### config.mk
export PLATFORM = sky130hd
export DESIGN_NAME = asbl_exec
export DESIGN_NICKNAME = d
export VERILOG_FILES = /design/src/asbl_pkg.sv /design/src/asbl_decoder.sv /design/src/asbl_adder.sv /design/src/asbl_exec.sv
export VERILOG_INCLUDE_DIRS = /design/src
export SDC_FILE = /design/constraint.sdc
export NUM_CORES = 1
export LEC_CHECK = 0
export BUFFER_PORTS_ARGS = -buffer_cell sky130_fd_sc_hd__buf_2
export CAP_MARGIN = 5
export CORE_MARGIN = 3
export CORE_UTILIZATION = 55
export DETAILED_ROUTE_END_ITERATION = 8
export HOLD_SLACK_MARGIN = 0.1
export PLACE_DENSITY = 0.79
export SETUP_SLACK_MARGIN = 0.02
export SYNTH_ARGS = -nofsm -noshare
export SYNTH_HDL_FRONTEND = slang
export SYNTH_SLANG_ARGS = --single-unit
### constraint.sdc
create_clock -name core_clk_i -period 6.9 [get_ports core_clk_i]
set_clock_uncertainty 0.05 [all_clocks]
set_input_delay 0.69 -clock core_clk_i [delete_from_list [all_inputs] [get_ports core_clk_i]]
set_output_delay 0.69 -clock core_clk_i [all_outputs]
set_load 0.01 [all_outputs]
### src/asbl_map.svh
// Opcode, field and reset constants for the add-skip and bit-logic unit.
// Assumes the includer runs on one core clock; holds definitions only.
`ifndef ASBL_MAP_SVH
`define ASBL_MAP_SVH

// ------------------------------------------------------------
// First-byte opcodes
// ------------------------------------------------------------
`define ASBL_ADS_IM_HI 4'hA
`define ASBL_OP_ADS_IMM 8'hC9
`define ASBL_OP_ADS_HL 8'h3F
`define ASBL_OP_PREFIX_RR 8'hDC
`define ASBL_OP_AND_IM 8'hDD
`define ASBL_OP_AND_HL 8'h39
`define ASBL_OP_BAND 8'hF5
`define ASBL_OP_ADC_HL 8'h3E

// ------------------------------------------------------------
// Second-byte fields
// ------------------------------------------------------------
`define ASBL_RR_ADS_HI 4'h9
`define ASBL_RR_AND_HI 4'h1
`define ASBL_AND_IM_HI 4'h1
`define ASBL_MEMB_HI 4'h4
`define ASBL_PTR_TOP 2'h0
`define ASBL_MEMA_FB_TOP 2'h2

// ------------------------------------------------------------
// Bit addresses (12-bit data memory space)
// ------------------------------------------------------------
`define ASBL_ADDR_FB0 8'hFB
`define ASBL_ADDR_FF0 8'hFF
`define ASBL_BANK15 4'hF
`define ASBL_MEMB_TOP 2'h3
`define ASBL_PTR_BANK 4'h0

// ------------------------------------------------------------
// Register selects and reset values
// ------------------------------------------------------------
`define ASBL_SEL_CARRY 3'h4
`define ASBL_RST_BYTE 8'h00
`define ASBL_RST_ADDR 12'h000

`endif

### src/asbl_pkg.sv
// Types shared by the add-skip and bit-logic unit.
// Assumes nothing beyond a SystemVerilog compiler.
package asbl_pkg;

  // Decoded operation
  typedef enum logic [3:0] {
    OP_NONE, OP_ADS_IM, OP_ADS_IMM, OP_ADS_HL, OP_ADS_EA_RR, OP_ADS_RR_EA,
    OP_AND_IM, OP_AND_HL, OP_AND_EA_RR, OP_AND_RR_EA, OP_BAND, OP_ADC_HL
  } asbl_op_e;

  // Sequencer state
  typedef enum logic {ST_IDLE, ST_EXEC} asbl_state_e;

endpackage : asbl_pkg

### src/asbl_decoder.sv
// Opcode decoder: turns one or two instruction bytes into an operation.
// Assumes both bytes are presented together; purely combinational.
`timescale 1ns/1ps
`include "asbl_map.svh"

module asbl_decoder (
  input wire logic [7:0] byte0_i,
  input wire logic [7:0] byte1_i,
  output asbl_pkg::asbl_op_e op_o,
  output logic two_cycle_o,
  output logic [1:0] pair_sel_o
);

  // ------------------------------------------------------------
  // Field decode
  // ------------------------------------------------------------
  wire is_rr = (byte0_i == `ASBL_OP_PREFIX_RR) && !byte1_i[0];
  wire to_ea = byte1_i[3];
  wire rr_ads = is_rr && (byte1_i[7:4] == `ASBL_RR_ADS_HI);
  wire rr_and = is_rr && (byte1_i[7:4] == `ASBL_RR_AND_HI);
  wire and_im = (byte0_i == `ASBL_OP_AND_IM) && (byte1_i[7:4] == `ASBL_AND_IM_HI);
  // Any of the three bit-address forms may follow the bit-AND opcode
  wire band_ok = byte1_i[7] || (byte1_i[7:4] == `ASBL_MEMB_HI)
                 || (byte1_i[7:6] == `ASBL_PTR_TOP);
  wire band = (byte0_i == `ASBL_OP_BAND) && band_ok;

  // ------------------------------------------------------------
  // Operation select; unknown codes decode as no operation
  // ------------------------------------------------------------
  assign op_o = (byte0_i[7:4] == `ASBL_ADS_IM_HI) ? asbl_pkg::OP_ADS_IM :
                (byte0_i == `ASBL_OP_ADS_IMM) ? asbl_pkg::OP_ADS_IMM :
                (byte0_i == `ASBL_OP_ADS_HL) ? asbl_pkg::OP_ADS_HL :
                (byte0_i == `ASBL_OP_AND_HL) ? asbl_pkg::OP_AND_HL :
                (byte0_i == `ASBL_OP_ADC_HL) ? asbl_pkg::OP_ADC_HL :
                (rr_ads && to_ea) ? asbl_pkg::OP_ADS_EA_RR :
                rr_ads ? asbl_pkg::OP_ADS_RR_EA :
                (rr_and && to_ea) ? asbl_pkg::OP_AND_EA_RR :
                rr_and ? asbl_pkg::OP_AND_RR_EA :
                and_im ? asbl_pkg::OP_AND_IM :
                band ? asbl_pkg::OP_BAND : asbl_pkg::OP_NONE;

  // Single-byte forms and codes that decode to nothing take one cycle, everything else two
  assign two_cycle_o = !(op_o inside {asbl_pkg::OP_NONE, asbl_pkg::OP_ADS_IM,
                        asbl_pkg::OP_ADS_HL, asbl_pkg::OP_AND_HL, asbl_pkg::OP_ADC_HL});
  assign pair_sel_o = byte1_i[2:1];

endmodule : asbl_decoder

### src/asbl_adder.sv
// Nibble or byte adder with overflow out of the top bit of the width.
// Assumes operands already aligned in the low bits; combinational.
`timescale 1ns/1ps

module asbl_adder (
  input wire logic [7:0] a_i,
  input wire logic [7:0] b_i,
  input wire logic cin_i,
  input wire logic wide_i,
  output logic [7:0] sum_o,
  output logic ovf_o
);

  // ------------------------------------------------------------
  // Two nibble stages chained; the narrow form stops after the first
  // ------------------------------------------------------------
  wire [4:0] lo_sum = {1'b0, a_i[3:0]} + {1'b0, b_i[3:0]} + {4'h0, cin_i};
  wire [4:0] hi_sum = {1'b0, a_i[7:4]} + {1'b0, b_i[7:4]} + {4'h0, lo_sum[4]};

  // Narrow form keeps the upper nibble of the destination untouched
  assign sum_o = wide_i ? {hi_sum[3:0], lo_sum[3:0]} : {a_i[7:4], lo_sum[3:0]};
  assign ovf_o = wide_i ? hi_sum[4] : lo_sum[4];

endmodule : asbl_adder

### src/asbl_exec.sv
// Execution unit for add-skip, AND, bit-AND and pointer add-with-carry.
// Assumes the fetch logic hands over whole instructions and reacts to
// the skip pulse; data memory reads combinationally at the given address.
`timescale 1ns/1ps
`include "asbl_map.svh"

module asbl_exec (
  input wire logic core_clk_i,
  input wire logic sys_rst_i,
  input wire logic instr_valid_i,
  input wire logic [7:0] instr_byte0_i,
  input wire logic [7:0] instr_byte1_i,
  input wire logic [3:0] mem_rdata_i,
  input wire logic reg_wr_i,
  input wire logic [2:0] reg_wr_sel_i,
  input wire logic [7:0] reg_wr_data_i,
  output logic ready_o,
  output logic done_o,
  output logic skip_o,
  output logic [11:0] mem_addr_o,
  output logic [7:0] ea_o,
  output logic [7:0] hl_o,
  output logic [7:0] wx_o,
  output logic [7:0] yz_o,
  output logic carry_o
);

  // ------------------------------------------------------------
  // State
  // ------------------------------------------------------------
  asbl_pkg::asbl_state_e state_q, state_d; // Sequencer
  logic [7:0] ea_q, ea_d; // Extended accumulator, A is the low nibble
  logic [7:0] pair_q [1:3]; // Pairs: 1 indirect pointer, 2 WX, 3 YZ
  logic [7:0] pair_d [1:3];
  logic carry_q, carry_d; // Carry flag
  logic [7:0] byte0_q, byte1_q; // Instruction held for second cycle
  logic [11:0] mem_addr_q, mem_addr_d; // Data memory address
  logic [1:0] bit_q; // Bit number of a pending bit-AND
  logic ready_q, done_q, skip_q; // Handshake outputs
  logic adc_prev_q; // Last instruction was pointer add-with-carry
  logic adc_ovf_q; // ... and it overflowed

  // Pair read with index 0 meaning the extended accumulator
  function automatic logic [7:0] read_pair(input logic [1:0] idx, input logic [7:0] ea,
                                           input logic [7:0] p1, input logic [7:0] p2,
                                           input logic [7:0] p3);
    case (idx)
      2'h0: read_pair = ea;
      2'h1: read_pair = p1;
      2'h2: read_pair = p2;
      default: read_pair = p3;
    endcase
  endfunction : read_pair

  // ------------------------------------------------------------
  // Decode of either the new or the held instruction
  // ------------------------------------------------------------
  wire in_exec = (state_q == asbl_pkg::ST_EXEC);
  wire [7:0] b0 = in_exec ? byte0_q : instr_byte0_i;
  wire [7:0] b1 = in_exec ? byte1_q : instr_byte1_i;
  asbl_pkg::asbl_op_e op;
  logic two_cycle;
  logic [1:0] psel;

  asbl_decoder u_dec (
    .byte0_i(b0),
    .byte1_i(b1),
    .op_o(op),
    .two_cycle_o(two_cycle),
    .pair_sel_o(psel)
  );

  // Accept only when idle; a one-cycle form commits on the accept edge
  wire accept = ready_q && instr_valid_i;
  wire commit = (accept && !two_cycle) || in_exec;

  // ------------------------------------------------------------
  // Operand routing
  // ------------------------------------------------------------
  wire [7:0] pair_val = read_pair(psel, ea_q, pair_q[1], pair_q[2], pair_q[3]);
  wire op_ads = op inside {asbl_pkg::OP_ADS_IM, asbl_pkg::OP_ADS_IMM, asbl_pkg::OP_ADS_HL,
                           asbl_pkg::OP_ADS_EA_RR, asbl_pkg::OP_ADS_RR_EA};
  wire op_and = op inside {asbl_pkg::OP_AND_IM, asbl_pkg::OP_AND_HL,
                           asbl_pkg::OP_AND_EA_RR, asbl_pkg::OP_AND_RR_EA};
  wire op_to_pair = (op == asbl_pkg::OP_ADS_RR_EA) || (op == asbl_pkg::OP_AND_RR_EA);
  wire op_from_pair = (op == asbl_pkg::OP_ADS_EA_RR) || (op == asbl_pkg::OP_AND_EA_RR);
  wire op_mem = op inside {asbl_pkg::OP_ADS_HL, asbl_pkg::OP_AND_HL, asbl_pkg::OP_ADC_HL};
  wire op_imm4 = (op == asbl_pkg::OP_ADS_IM) || (op == asbl_pkg::OP_AND_IM);
  // 8-bit forms are the byte immediate and the pair forms
  wire wide = (op == asbl_pkg::OP_ADS_IMM) || op_to_pair || op_from_pair;

  // Destination is the pair for pair-destination forms, else the accumulator
  wire [7:0] opnd_a = op_to_pair ? pair_val : ea_q;
  wire [7:0] opnd_b = op_to_pair ? ea_q :
                      op_from_pair ? pair_val :
                      op_mem ? {4'h0, mem_rdata_i} :
                      (op == asbl_pkg::OP_ADS_IMM) ? b1 :
                      (op == asbl_pkg::OP_AND_IM) ? {4'h0, b1[3:0]} :
                      op_imm4 ? {4'h0, b0[3:0]} : 8'h00; // A,imm4 add-skip nibble

  // Carry feeds only the add-with-carry; add-skip ignores it
  wire use_cin = (op == asbl_pkg::OP_ADC_HL);
  logic [7:0] sum;
  logic sum_ovf;

  asbl_adder u_add (
    .a_i(opnd_a),
    .b_i(opnd_b),
    .cin_i(use_cin && carry_q),
    .wide_i(wide),
    .sum_o(sum),
    .ovf_o(sum_ovf)
  );

  // AND result; narrow forms leave the upper accumulator nibble alone
  wire [7:0] and_res = wide ? (opnd_a & opnd_b) : {opnd_a[7:4], opnd_a[3:0] & opnd_b[3:0]};
  wire [7:0] result = op_and ? and_res : sum;

  // ------------------------------------------------------------
  // Pairing with a preceding pointer add-with-carry
  // ------------------------------------------------------------
  // Only the A,imm4 form is affected, and only after the pointer form
  wire paired = (op == asbl_pkg::OP_ADS_IM) && adc_prev_q;
  wire squash = paired && adc_ovf_q;
  wire writes = (op_ads && !squash) || op_and || (op == asbl_pkg::OP_ADC_HL);
  // Executed paired form never raises its own skip
  wire skip_now = commit && op_ads && !paired && sum_ovf;

  // ------------------------------------------------------------
  // Bit address forming for the bit-AND
  // ------------------------------------------------------------
  wire [11:0] mema_addr = {(b1[6] ? `ASBL_ADDR_FF0 : `ASBL_ADDR_FB0), b1[3:0]};
  wire [11:0] memb_addr = {`ASBL_BANK15, `ASBL_MEMB_TOP, b1[3:0], pair_q[1][3:2]};
  wire [11:0] ptr_addr = {`ASBL_PTR_BANK, pair_q[1][7:4], b1[3:0]};
  wire is_memb = (b1[7:4] == `ASBL_MEMB_HI);
  wire [11:0] bit_addr = b1[7] ? mema_addr : is_memb ? memb_addr : ptr_addr;
  wire [1:0] bit_sel = is_memb ? pair_q[1][1:0] : b1[5:4];
  wire band_acc = accept && (op == asbl_pkg::OP_BAND);

  // ------------------------------------------------------------
  // Next-state logic
  // ------------------------------------------------------------
  // Commits win over the side write port; sources are never written
  always_comb begin
    state_d = (accept && two_cycle) ? asbl_pkg::ST_EXEC : asbl_pkg::ST_IDLE;
    ea_d = ea_q;
    pair_d = pair_q;
    carry_d = carry_q;
    if (commit) begin
      if (writes && op_to_pair) begin
        if (psel == 2'h0) begin
          ea_d = result;
        end else begin
          pair_d[psel] = result;
        end
      end else if (writes) begin
        ea_d = result;
      end
      if (op == asbl_pkg::OP_ADC_HL) begin
        carry_d = sum_ovf;
      end else if (op == asbl_pkg::OP_BAND && !mem_rdata_i[bit_q]) begin
        carry_d = 1'b0;
      end
    end else if (reg_wr_i) begin
      if (reg_wr_sel_i == `ASBL_SEL_CARRY) begin
        carry_d = reg_wr_data_i[0];
      end else if (reg_wr_sel_i[1:0] == 2'h0) begin
        ea_d = reg_wr_data_i;
      end else begin
        pair_d[reg_wr_sel_i[1:0]] = reg_wr_data_i;
      end
    end
  end

  // Address follows the pointer pair so pointer reads see data at once;
  // it is held only while a second cycle is still to come, so the pointer
  // is back in place for an instruction taken right after a bit-AND
  assign mem_addr_d = band_acc ? bit_addr :
                      (state_d == asbl_pkg::ST_EXEC) ? mem_addr_q :
                      {`ASBL_PTR_BANK, pair_d[1]};

  // ------------------------------------------------------------
  // Registers
  // ------------------------------------------------------------
  // Architectural state
  always_ff @(posedge core_clk_i or posedge sys_rst_i) begin
    if (sys_rst_i) begin
      ea_q <= `ASBL_RST_BYTE;
      pair_q <= '{default: `ASBL_RST_BYTE};
      carry_q <= 1'b0;
    end else begin
      ea_q <= ea_d;
      pair_q <= pair_d;
      carry_q <= carry_d;
    end
  end

  // Sequencer and held instruction
  always_ff @(posedge core_clk_i or posedge sys_rst_i) begin
    if (sys_rst_i) begin
      state_q <= asbl_pkg::ST_IDLE;
      byte0_q <= `ASBL_RST_BYTE;
      byte1_q <= `ASBL_RST_BYTE;
      bit_q <= 2'h0;
    end else begin
      state_q <= state_d;
      if (accept) begin
        byte0_q <= instr_byte0_i;
        byte1_q <= instr_byte1_i;
        bit_q <= bit_sel;
      end
    end
  end

  // Handshake and pairing flags; pairing flags change only when something commits
  always_ff @(posedge core_clk_i or posedge sys_rst_i) begin
    if (sys_rst_i) begin
      ready_q <= 1'b0;
      done_q <= 1'b0;
      skip_q <= 1'b0;
      mem_addr_q <= `ASBL_RST_ADDR;
      adc_prev_q <= 1'b0;
      adc_ovf_q <= 1'b0;
    end else begin
      ready_q <= (state_d == asbl_pkg::ST_IDLE);
      done_q <= commit;
      skip_q <= skip_now;
      mem_addr_q <= mem_addr_d;
      if (commit) begin
        adc_prev_q <= (op == asbl_pkg::OP_ADC_HL);
        adc_ovf_q <= (op == asbl_pkg::OP_ADC_HL) && sum_ovf;
      end
    end
  end

  assign ready_o = ready_q;
  assign done_o = done_q;
  assign skip_o = skip_q;
  assign mem_addr_o = mem_addr_q;
  assign ea_o = ea_q;
  assign hl_o = pair_q[1];
  assign wx_o = pair_q[2];
  assign yz_o = pair_q[3];
  assign carry_o = carry_q;
endmodule : asbl_exec

# Yosys cells after proc, flatten, opt, wreduce, memory -nomap -nowiden
# Index checks and enable logic that the tools add are counted.
word_totals:
  inputBits: 35
  out_inout_bits: 48
  word_cells: 172
  ff_bits: 69
classes:
  reduce_logical: 52
  muxes: 58
  addsub: 4
  order_cmp: 5
  bitwise_logic: 5
  n_eq_ne: 33
op_table:
  columns: ["cell", "count"]
  rows:
  - ["8-bit 2-to-1 mux", 19]
  - ["24-bit 2-to-1 mux", 6]
  - ["4-bit 2-to-1 mux", 13]
  - ["24-bit bitwise mux", 2]
  - ["12-bit 2-to-1 mux", 4]
  - ["8-bit demux with 2-bit select", 2]
  - ["8-bit == test, second input constant", 4]
  - ["4-bit == test, second input constant", 6]
  - ["8-bit by 6-bit == test with 1-bit output, second input constant", 3]
  - ["8-bit one-hot mux with 3 select lines", 1]
  - ["1-bit logical AND", 23]
  - ["4-bit by 3-bit == test with 1-bit output, second input constant", 5]
  - ["4-bit by 4-bit adder with 5-bit output", 2]
  - ["5-bit by 1-bit adder with 5-bit output", 2]
  - ["1-bit logical OR", 10]
  - ["5-bit AND reduction", 2]
  - ["5-bit nonzero test", 2]
  - ["8-bit bitwise AND", 1]
  - ["4-bit by 1-bit == test with 1-bit output, second input constant", 2]
  - ["4-bit by 2-bit == test with 1-bit output, second input constant", 2]
  - ["1-bit 2-to-1 mux", 8]
  - ["3-bit greater-or-equal comparator, second input constant", 2]
  - ["2-bit zero test", 3]
  - ["3-bit by 1-bit less-than comparator with 1-bit output, second input constant", 2]
  - ["20 further kinds", 31]

# Longest topological paths before layout
logic_depth:
  depth_word: 35
  depth_mapped: 28
  mapped_depth_nobuf: 22

# Modules after synthesis
# Synthesis repeated with hierarchy kept, for this count alone.
unflattened:
  hier_cells: 521
  area_unflattened_um2: 4860.9
by_module_without_submodules:
  columns: ["mod", "n_inst", "cells_per_inst", "area_each_um2", "seq_area_each_um2"]
  rows:
  - ["asbl_exec", 1, 447, 4269.1, 1651.6]
  - ["asbl_adder", 1, 46, 379.1, 0.0]
  - ["asbl_decoder", 1, 28, 212.7, 0.0]

# Least setup slack after synthesis
# No wires, ideal clock.
synth_timing:
  path_kind: "flip-flop to flip-flop"
  startpoint: "register state_q, in the netlist in_exec"
  endpoint: "register ea_q[6], in the netlist ea_o[6]"
  path_stages_with_launch: 26
  synth_period_minus_slack_ps: 5207
  n_path_buf: 6
  setup_time_ps: 125
  required_time_ps: 6725
  t_arrival_ps: 5033
  setup_slack_ps: 1693
  cell_sequence: "dfrtp_1 > clkbuf_1 > buf_2 > buf_4 > buf_2 > buf_4 > mux2_2 > buf_1 > nand2_1 > and3_1 > a31oi_1 > nand2_1 > a31oi_1 > fa_1 > inv_1 > fa_1 > nor2b_1 > o21ai_0 > nand2b_1 > fa_1 > inv_1 > fa_1 > xnor2_1 > a211oi_1 > o21ai_0 > mux2_2"
synth_via:
  elab_chain_len: 32
  elab_cells_between_ends: 94
  classes_between: "add/sub (4); eq/ne (26); mux (28); bitwise (1); reduce/logical (35)"
synth_rtl:
  columns: ["element", "line_no", "rtl"]
  rows:
  - ["start: declaration", "asbl_exec.sv:31", "asbl_pkg::asbl_state_e state_q, state_d;"]
  - ["start signal: assignment", "asbl_exec.sv:201", "state_q <= asbl_pkg::ST_IDLE;"]
  - ["start signal: assignment", "asbl_exec.sv:206", "state_q <= state_d;"]
  - ["8-bit 2-to-1 mux", "asbl_exec.sv:60", "wire [7:0] b1 = in_exec ? byte1_q : instr_byte1_i;"]
  - ["4-bit by 3-bit == test with 1-bit output (no source line)", null, null]
  - ["1-bit logical OR (2 in series)", "asbl_decoder.sv:23", "wire band_ok = byte1_i[7] || (byte1_i[7:4] == `ASBL_MEMB_HI)"]
  - ["1-bit logical AND", "asbl_decoder.sv:25", "wire band = (byte0_i == `ASBL_OP_BAND) && band_ok;"]
  - ["4-bit 2-to-1 mux", "asbl_decoder.sv:40", "band ? asbl_pkg::OP_BAND : asbl_pkg::OP_NONE;"]
  - ["4-bit 2-to-1 mux", "asbl_decoder.sv:39", "and_im ? asbl_pkg::OP_AND_IM :"]
  - ["4-bit 2-to-1 mux", "asbl_decoder.sv:38", "rr_and ? asbl_pkg::OP_AND_RR_EA :"]
  - ["4-bit 2-to-1 mux", "asbl_decoder.sv:37", "(rr_and && to_ea) ? asbl_pkg::OP_AND_EA_RR :"]
  - ["[... 15 more ...]", null, null]
  - ["4-bit by 4-bit adder with 5-bit output", "asbl_adder.sv:17", "wire [4:0] lo_sum = {1'b0, a_i[3:0]} + {1'b0, b_i[3:0]} + {4'h0, cin_i};"]
  - ["5-bit by 1-bit adder with 5-bit output", "asbl_adder.sv:17", null]
  - ["5-bit by 1-bit adder with 5-bit output", "asbl_adder.sv:18", "wire [4:0] hi_sum = {1'b0, a_i[7:4]} + {1'b0, b_i[7:4]} + {4'h0, lo_sum[4]};"]
  - ["8-bit 2-to-1 mux", "asbl_adder.sv:21", "assign sum_o = wide_i ? {hi_sum[3:0], lo_sum[3:0]} : {a_i[7:4], lo_sum[3:0]};"]
  - ["8-bit 2-to-1 mux", "asbl_exec.sv:117", "wire [7:0] result = op_and ? and_res : sum;"]
  - ["8-bit 2-to-1 mux, on equally long branches", "asbl_exec.sv:156, asbl_exec.sv:151", null]
  - ["8-bit 2-to-1 mux", "asbl_exec.sv:150", "if (writes && op_to_pair) begin"]
  - ["8-bit 2-to-1 mux", "asbl_exec.sv:149", "if (commit) begin"]
  - ["end signal: assignment", "asbl_exec.sv:188", "ea_q <= `ASBL_RST_BYTE;"]
  - ["end: declaration", "asbl_exec.sv:32", "logic [7:0] ea_q, ea_d;"]
# Parallel ways exist; a longest one is shown, timed or not. The select of a mux whose other input is x is not followed.
# A chain may end at the register's enable or synchronous reset.

# Worst setup path after layout
# Ends and elaborated chain as after synthesis.

==> impl_summary.md <==
Routing
The post-route antenna net violation count is 0. The number of optimization iterations in the first detailed-route pass is 6. After detailed routing, the number of remaining DRC violations is 0. In the routed layout, each cell is associated on average with a via count of 6.533. The first routing iteration left 479 violations. The routed wire length is 15020 microns. The routed layout has 4808 vias. After detailed routing, the average wire length per cell comes to 20.40 microns.

Floorplanning
Pin placement for this block handled 83 I/O pins. The die extent in x is 98.67 microns. The floorplan has 33 rows. The core region is 8258 sq um. The floorplan die height is 98.67 microns. The starting density of the core is 0.5720. The full die area is 9736 sq um.

Setup path
For the worst setup path, the data arrival time is 6.12 ns. The worst setup path is launched from a register. The sort of element at the end of the critical path is a register.

In this run the register-to-register setup slack is 0.96 ns. In this design, the stage delay of the slowest critical-path cell is 0.61 ns. In this run the worst setup path begins at in_exec$_DFF_PP0_. Measured in cells, the most critical reg-to-reg path has a length of 19. The cell that appears most often on the critical path is fa_1. The family with the most delay on the worst path is compound AO/OA/AOI/OAI gates. The signal on the critical path passes through buf_4 -> or4bb_1 -> a222oi_1 -> and2_1 -> nand2_1 -> a31oi_1 -> fa_1 -> inv_1 -> fa_1 -> nor2b_1 -> o21ai_0 -> nand2b_1 -> fa_1 -> inv_1 -> fa_1 -> xnor2_1 -> a211oi_1 -> o21ai_0 -> mux2_2. In this run the worst setup path terminates at ea_o[6]$_DFFE_PP0P_. The largest driver fanout on the critical path is 41. In this run the critical register-to-register path is captured at ea_o[6]$_DFFE_PP0P_. The instance count on the critical path is 19. The library cell contributing the largest single delay on the critical path is a222oi_1. The buffer and inverter count on the worst path is 3. The type of the worst setup path is reg -> reg. STA puts the critical path data required time at 7.09 ns. The worst register-to-register path begins at in_exec$_DFF_PP0_.

Clock tree
The post-CTS setup buffer count is 0. Clock tree synthesis inserted a total of 9 buffers. The depth of the CTS H-tree is 3.

The clock latency of the later-clocked register in the worst-skew pair is 0.35 ns. The TritonCTS clock tree is built. The clock input transition at the sequential cells of the worst setup and hold paths is 0.07 ns.

For this design, the sink count on the clock tree is 66. The number of gates resized after CTS was 0. The number of hold-repair buffers added at the cts stage is 0. The largest buffer count on any clock path is 2. The master cell of the clock root buffer is clkbuf_8.

Logic synthesis
The post-synthesis cell type with the largest combined area is dfrtp_1. In the synthesized netlist the dominant register cell turns out to be dfrtp_1. The post-synthesis cell area is 4723 sq um. The fraction of registers with async set/reset is 1.000. The synthesized netlist net count is 601. The number of synthesized register bits is 66. The count of synthesis-stage warnings from yosys is 0.

The sequential element share of the synthesized area is 0.3497. Yosys attributes the largest share of cell area to dfrtp_1 35%, nand2_1 9.0%, mux2_2 6.7%. Dividing the synthesized area by the synthesized cell count gives 8.526 sq um. The area share of the leading cell type in the synthesized netlist is 0.3497. The number of unique standard cell types used by synthesis is 70. The cell count after synthesis is 554. In this run, synthesis inferred 0 flip-flops with an integrated enable.

Placed design
The count of buffers added on input and output ports is 82. The total placed cells including tap cells is 720. The final weighted congestion in routability-driven placement is 1.017. The final HPWL from detailed placement is 11230 microns.

Layout
Of the cells placed in the final design, the portion with a size suffix greater than 1 is 0.2330. After the last flow step, the layout net total stands at 673. The post-layout instance count excluding filler cells is 736.

The growth of design area from synthesis to finish is 13.93%. The diode insertion count for antenna repair is 0.

GRT
The number of global-route vias before repair came to 4693. The total routing usage reported by global routing is 0.3125. The initial antenna violation count is 0. Entering global routing, the biggest net connects 67 pins. The first-pass GRT wire length is 24090 microns. The residual overflow from global routing is 0.

Timing
The final-report hold violation count was 0. The max-slew violation count is 0. Setup repair after global routing left no endpoint under its margin. Dividing the final minimum period by the clock period gives 0.8603. Setup total negative slack on the finished layout was measured at 0 ns. Counting I/O delays and the setup requirement, the final critical path takes 5.936 ns. For the pin with the worst max-slew slack, the measured transition is 1.037 ns. Measured against its own limit, the worst slew margin works out to 0.2995.

Derived from the worst setup path, the maximum achievable clock frequency is 168.5 MHz. The number of setup violations in the final report is 0. Across all hold checks on the routed design, the worst slack comes to 0.4507 ns.

Status
The run finished with clean final reports.

Job
The reported max-cap violation count is 0.

Power and ir drop
The analysis attributes to cell leakage a power of 2.430 nW. The peak supply drop is 0.1224 mV. The power density over the cells is 230.3 nW/um^2.

Worst hold path
The worst min-delay path class is reg -> reg.
[area by class of cell]
type | count | area (sq um)
inverters | 22 | 82.58
fillers | 733 | 2877
clock inverters | 4 | 50.05
clock buffers | 12 | 155.1
flip-flops and latches | 66 | 1652
well taps | 105 | 131.4
multi-input cells | 439 | 2855
repair buffers | 88 | 455.4
[sequential cells by signal (all words and copies together), names as in the netlist, 2 cells and up]
signal and cells:
bit_q 2, byte0_q 8, byte1_q 8, ea_o 8
hl_o 8, mem_addr_o 9, wx_o 8, yz_o 8
[routing by layer]
metal	track usage	wire, microns	vias up	share of wire
met2	0.4945	6931	271	0.46
li1	-	-	2176	-
met5	0	0	-	0
met4	0.09454	392	0	0.026
met1	0.4202	6191	2319	0.41
met3	0.08634	1502	42	0.10
[how the worst min path moves through the flow]
stage	startpoint	endpoint	slack [ns]	depth (start not counted)
after floorplan	adc_prev_q$_DFFE_PP0N_	skip_o$_DFF_PP0_	0.40	1
after global placement	byte1_q[1]$_DFFE_PP0P_	byte1_q[1]$_DFFE_PP0P_	0.42	2
after detailed placement	adc_ovf_q$_DFFE_PP0N_	adc_ovf_q$_DFFE_PP0N_	0.42	1
after CTS	adc_ovf_q$_DFFE_PP0N_	adc_ovf_q$_DFFE_PP0N_	0.45	1
after global routing	adc_ovf_q$_DFFE_PP0N_	adc_ovf_q$_DFFE_PP0N_	0.49	1
final	bit_q[1]$_DFFE_PP0P_	bit_q[1]$_DFFE_PP0P_	0.45	2
[worst reg2reg max path, stage by stage (launching register included)]
cell	delay, ns
dfrtp_1	0.50
buf_4	0.31
or4bb_1	0.61
a222oi_1	0.61
and2_1	0.31
nand2_1	0.28
a31oi_1	0.38
fa_1	0.25
inv_1	0.06
fa_1	0.46
nor2b_1	0.12
o21ai_0	0.08
nand2b_1	0.14
fa_1	0.21
inv_1	0.06
fa_1	0.46
xnor2_1	0.16
a211oi_1	0.36
o21ai_0	0.14
mux2_2	0.27
[synthesized netlist by cell type (6+ instances only)]
master and number:
o211ai_1 15, a21oi_1 30, nand3_1 6, and2_1 7, nand2_1 113, mux2_2 28, inv_1 21, a211oi_1 7
o21ai_0 28, o22ai_1 7, o21ai_1 7, mux2i_1 15, dfrtp_1 66, a31oi_1 16, clkbuf_1 13, nor2b_1 6
and3_1 10, nand3b_1 6, a22oi_1 17, nor2_1 25, ha_1 8
[report_power, final]
group	internal (mW)	switching, mW	leakage [nW]	total (mW)
sequential	0.451	0.0761	0.793	0.527
clock	0.186	0.157	0.0986	0.343
combinational	0.153	0.216	1.54	0.369
[logic make-up (layout without fill, tap and decap cells)]
group           count (synthesis)  in the layout  synth area share
buf+inv                        49            126           0.04583
fa+ha+maj                      12             12           0.03815
mux                            44             44            0.1033
flops                          66             66            0.3497
compound gates                170            170            0.2408
xor+xnor                        4              4          0.007416
simple gates                  209            209            0.2148
[metrics by stage]
step | setup WS, ns | util | total power [mW] | instance area [sq um]
global placement | 1.207 | 0.6268 | 0.8823 | 5176
global route | 0.6183 | 0.6517 | 1.299 | 5381
CTS | 1.035 | 0.6517 | 1.236 | 5381
finish | 0.9641 | 0.6517 | 1.240 | 5381
detailed placement | 0.9757 | 0.6268 | 0.8937 | 5176
floorplan | 1.693 | - | 0.7319 | 4723
[cell usage in the layout, fill, tap and decap left out, drive strengths merged, types with 3 or more instances in the layout]
master,synthesis,layout
or3b,5,5
nor2b,6,6
and2,8,8
inv,22,22
o211ai,15,15
nor3,5,5
o22a,3,3
fa,4,4
a221o,3,3
buf,13,88
nand4b,3,3
o22ai,7,7
xnor2,4,4
a211oi,7,7
or4bb,3,3
a21oi,31,31
dfrtp,66,66
mux2,28,28
a22oi,17,17
clkbuf,14,12
and3,10,10
a211o,3,3
a21o,5,5
nand3b,6,6
a31oi,17,17
nand2b,4,4
o21a,5,5
nand4,3,3
mux2i,15,15
nand2,113,113
o21ai,36,36
a22o,5,5
or4,3,3
nand3,6,6
ha,8,8
or2,3,3
nor2,25,25
Note: power is estimated with default switching activity, not from simulation.
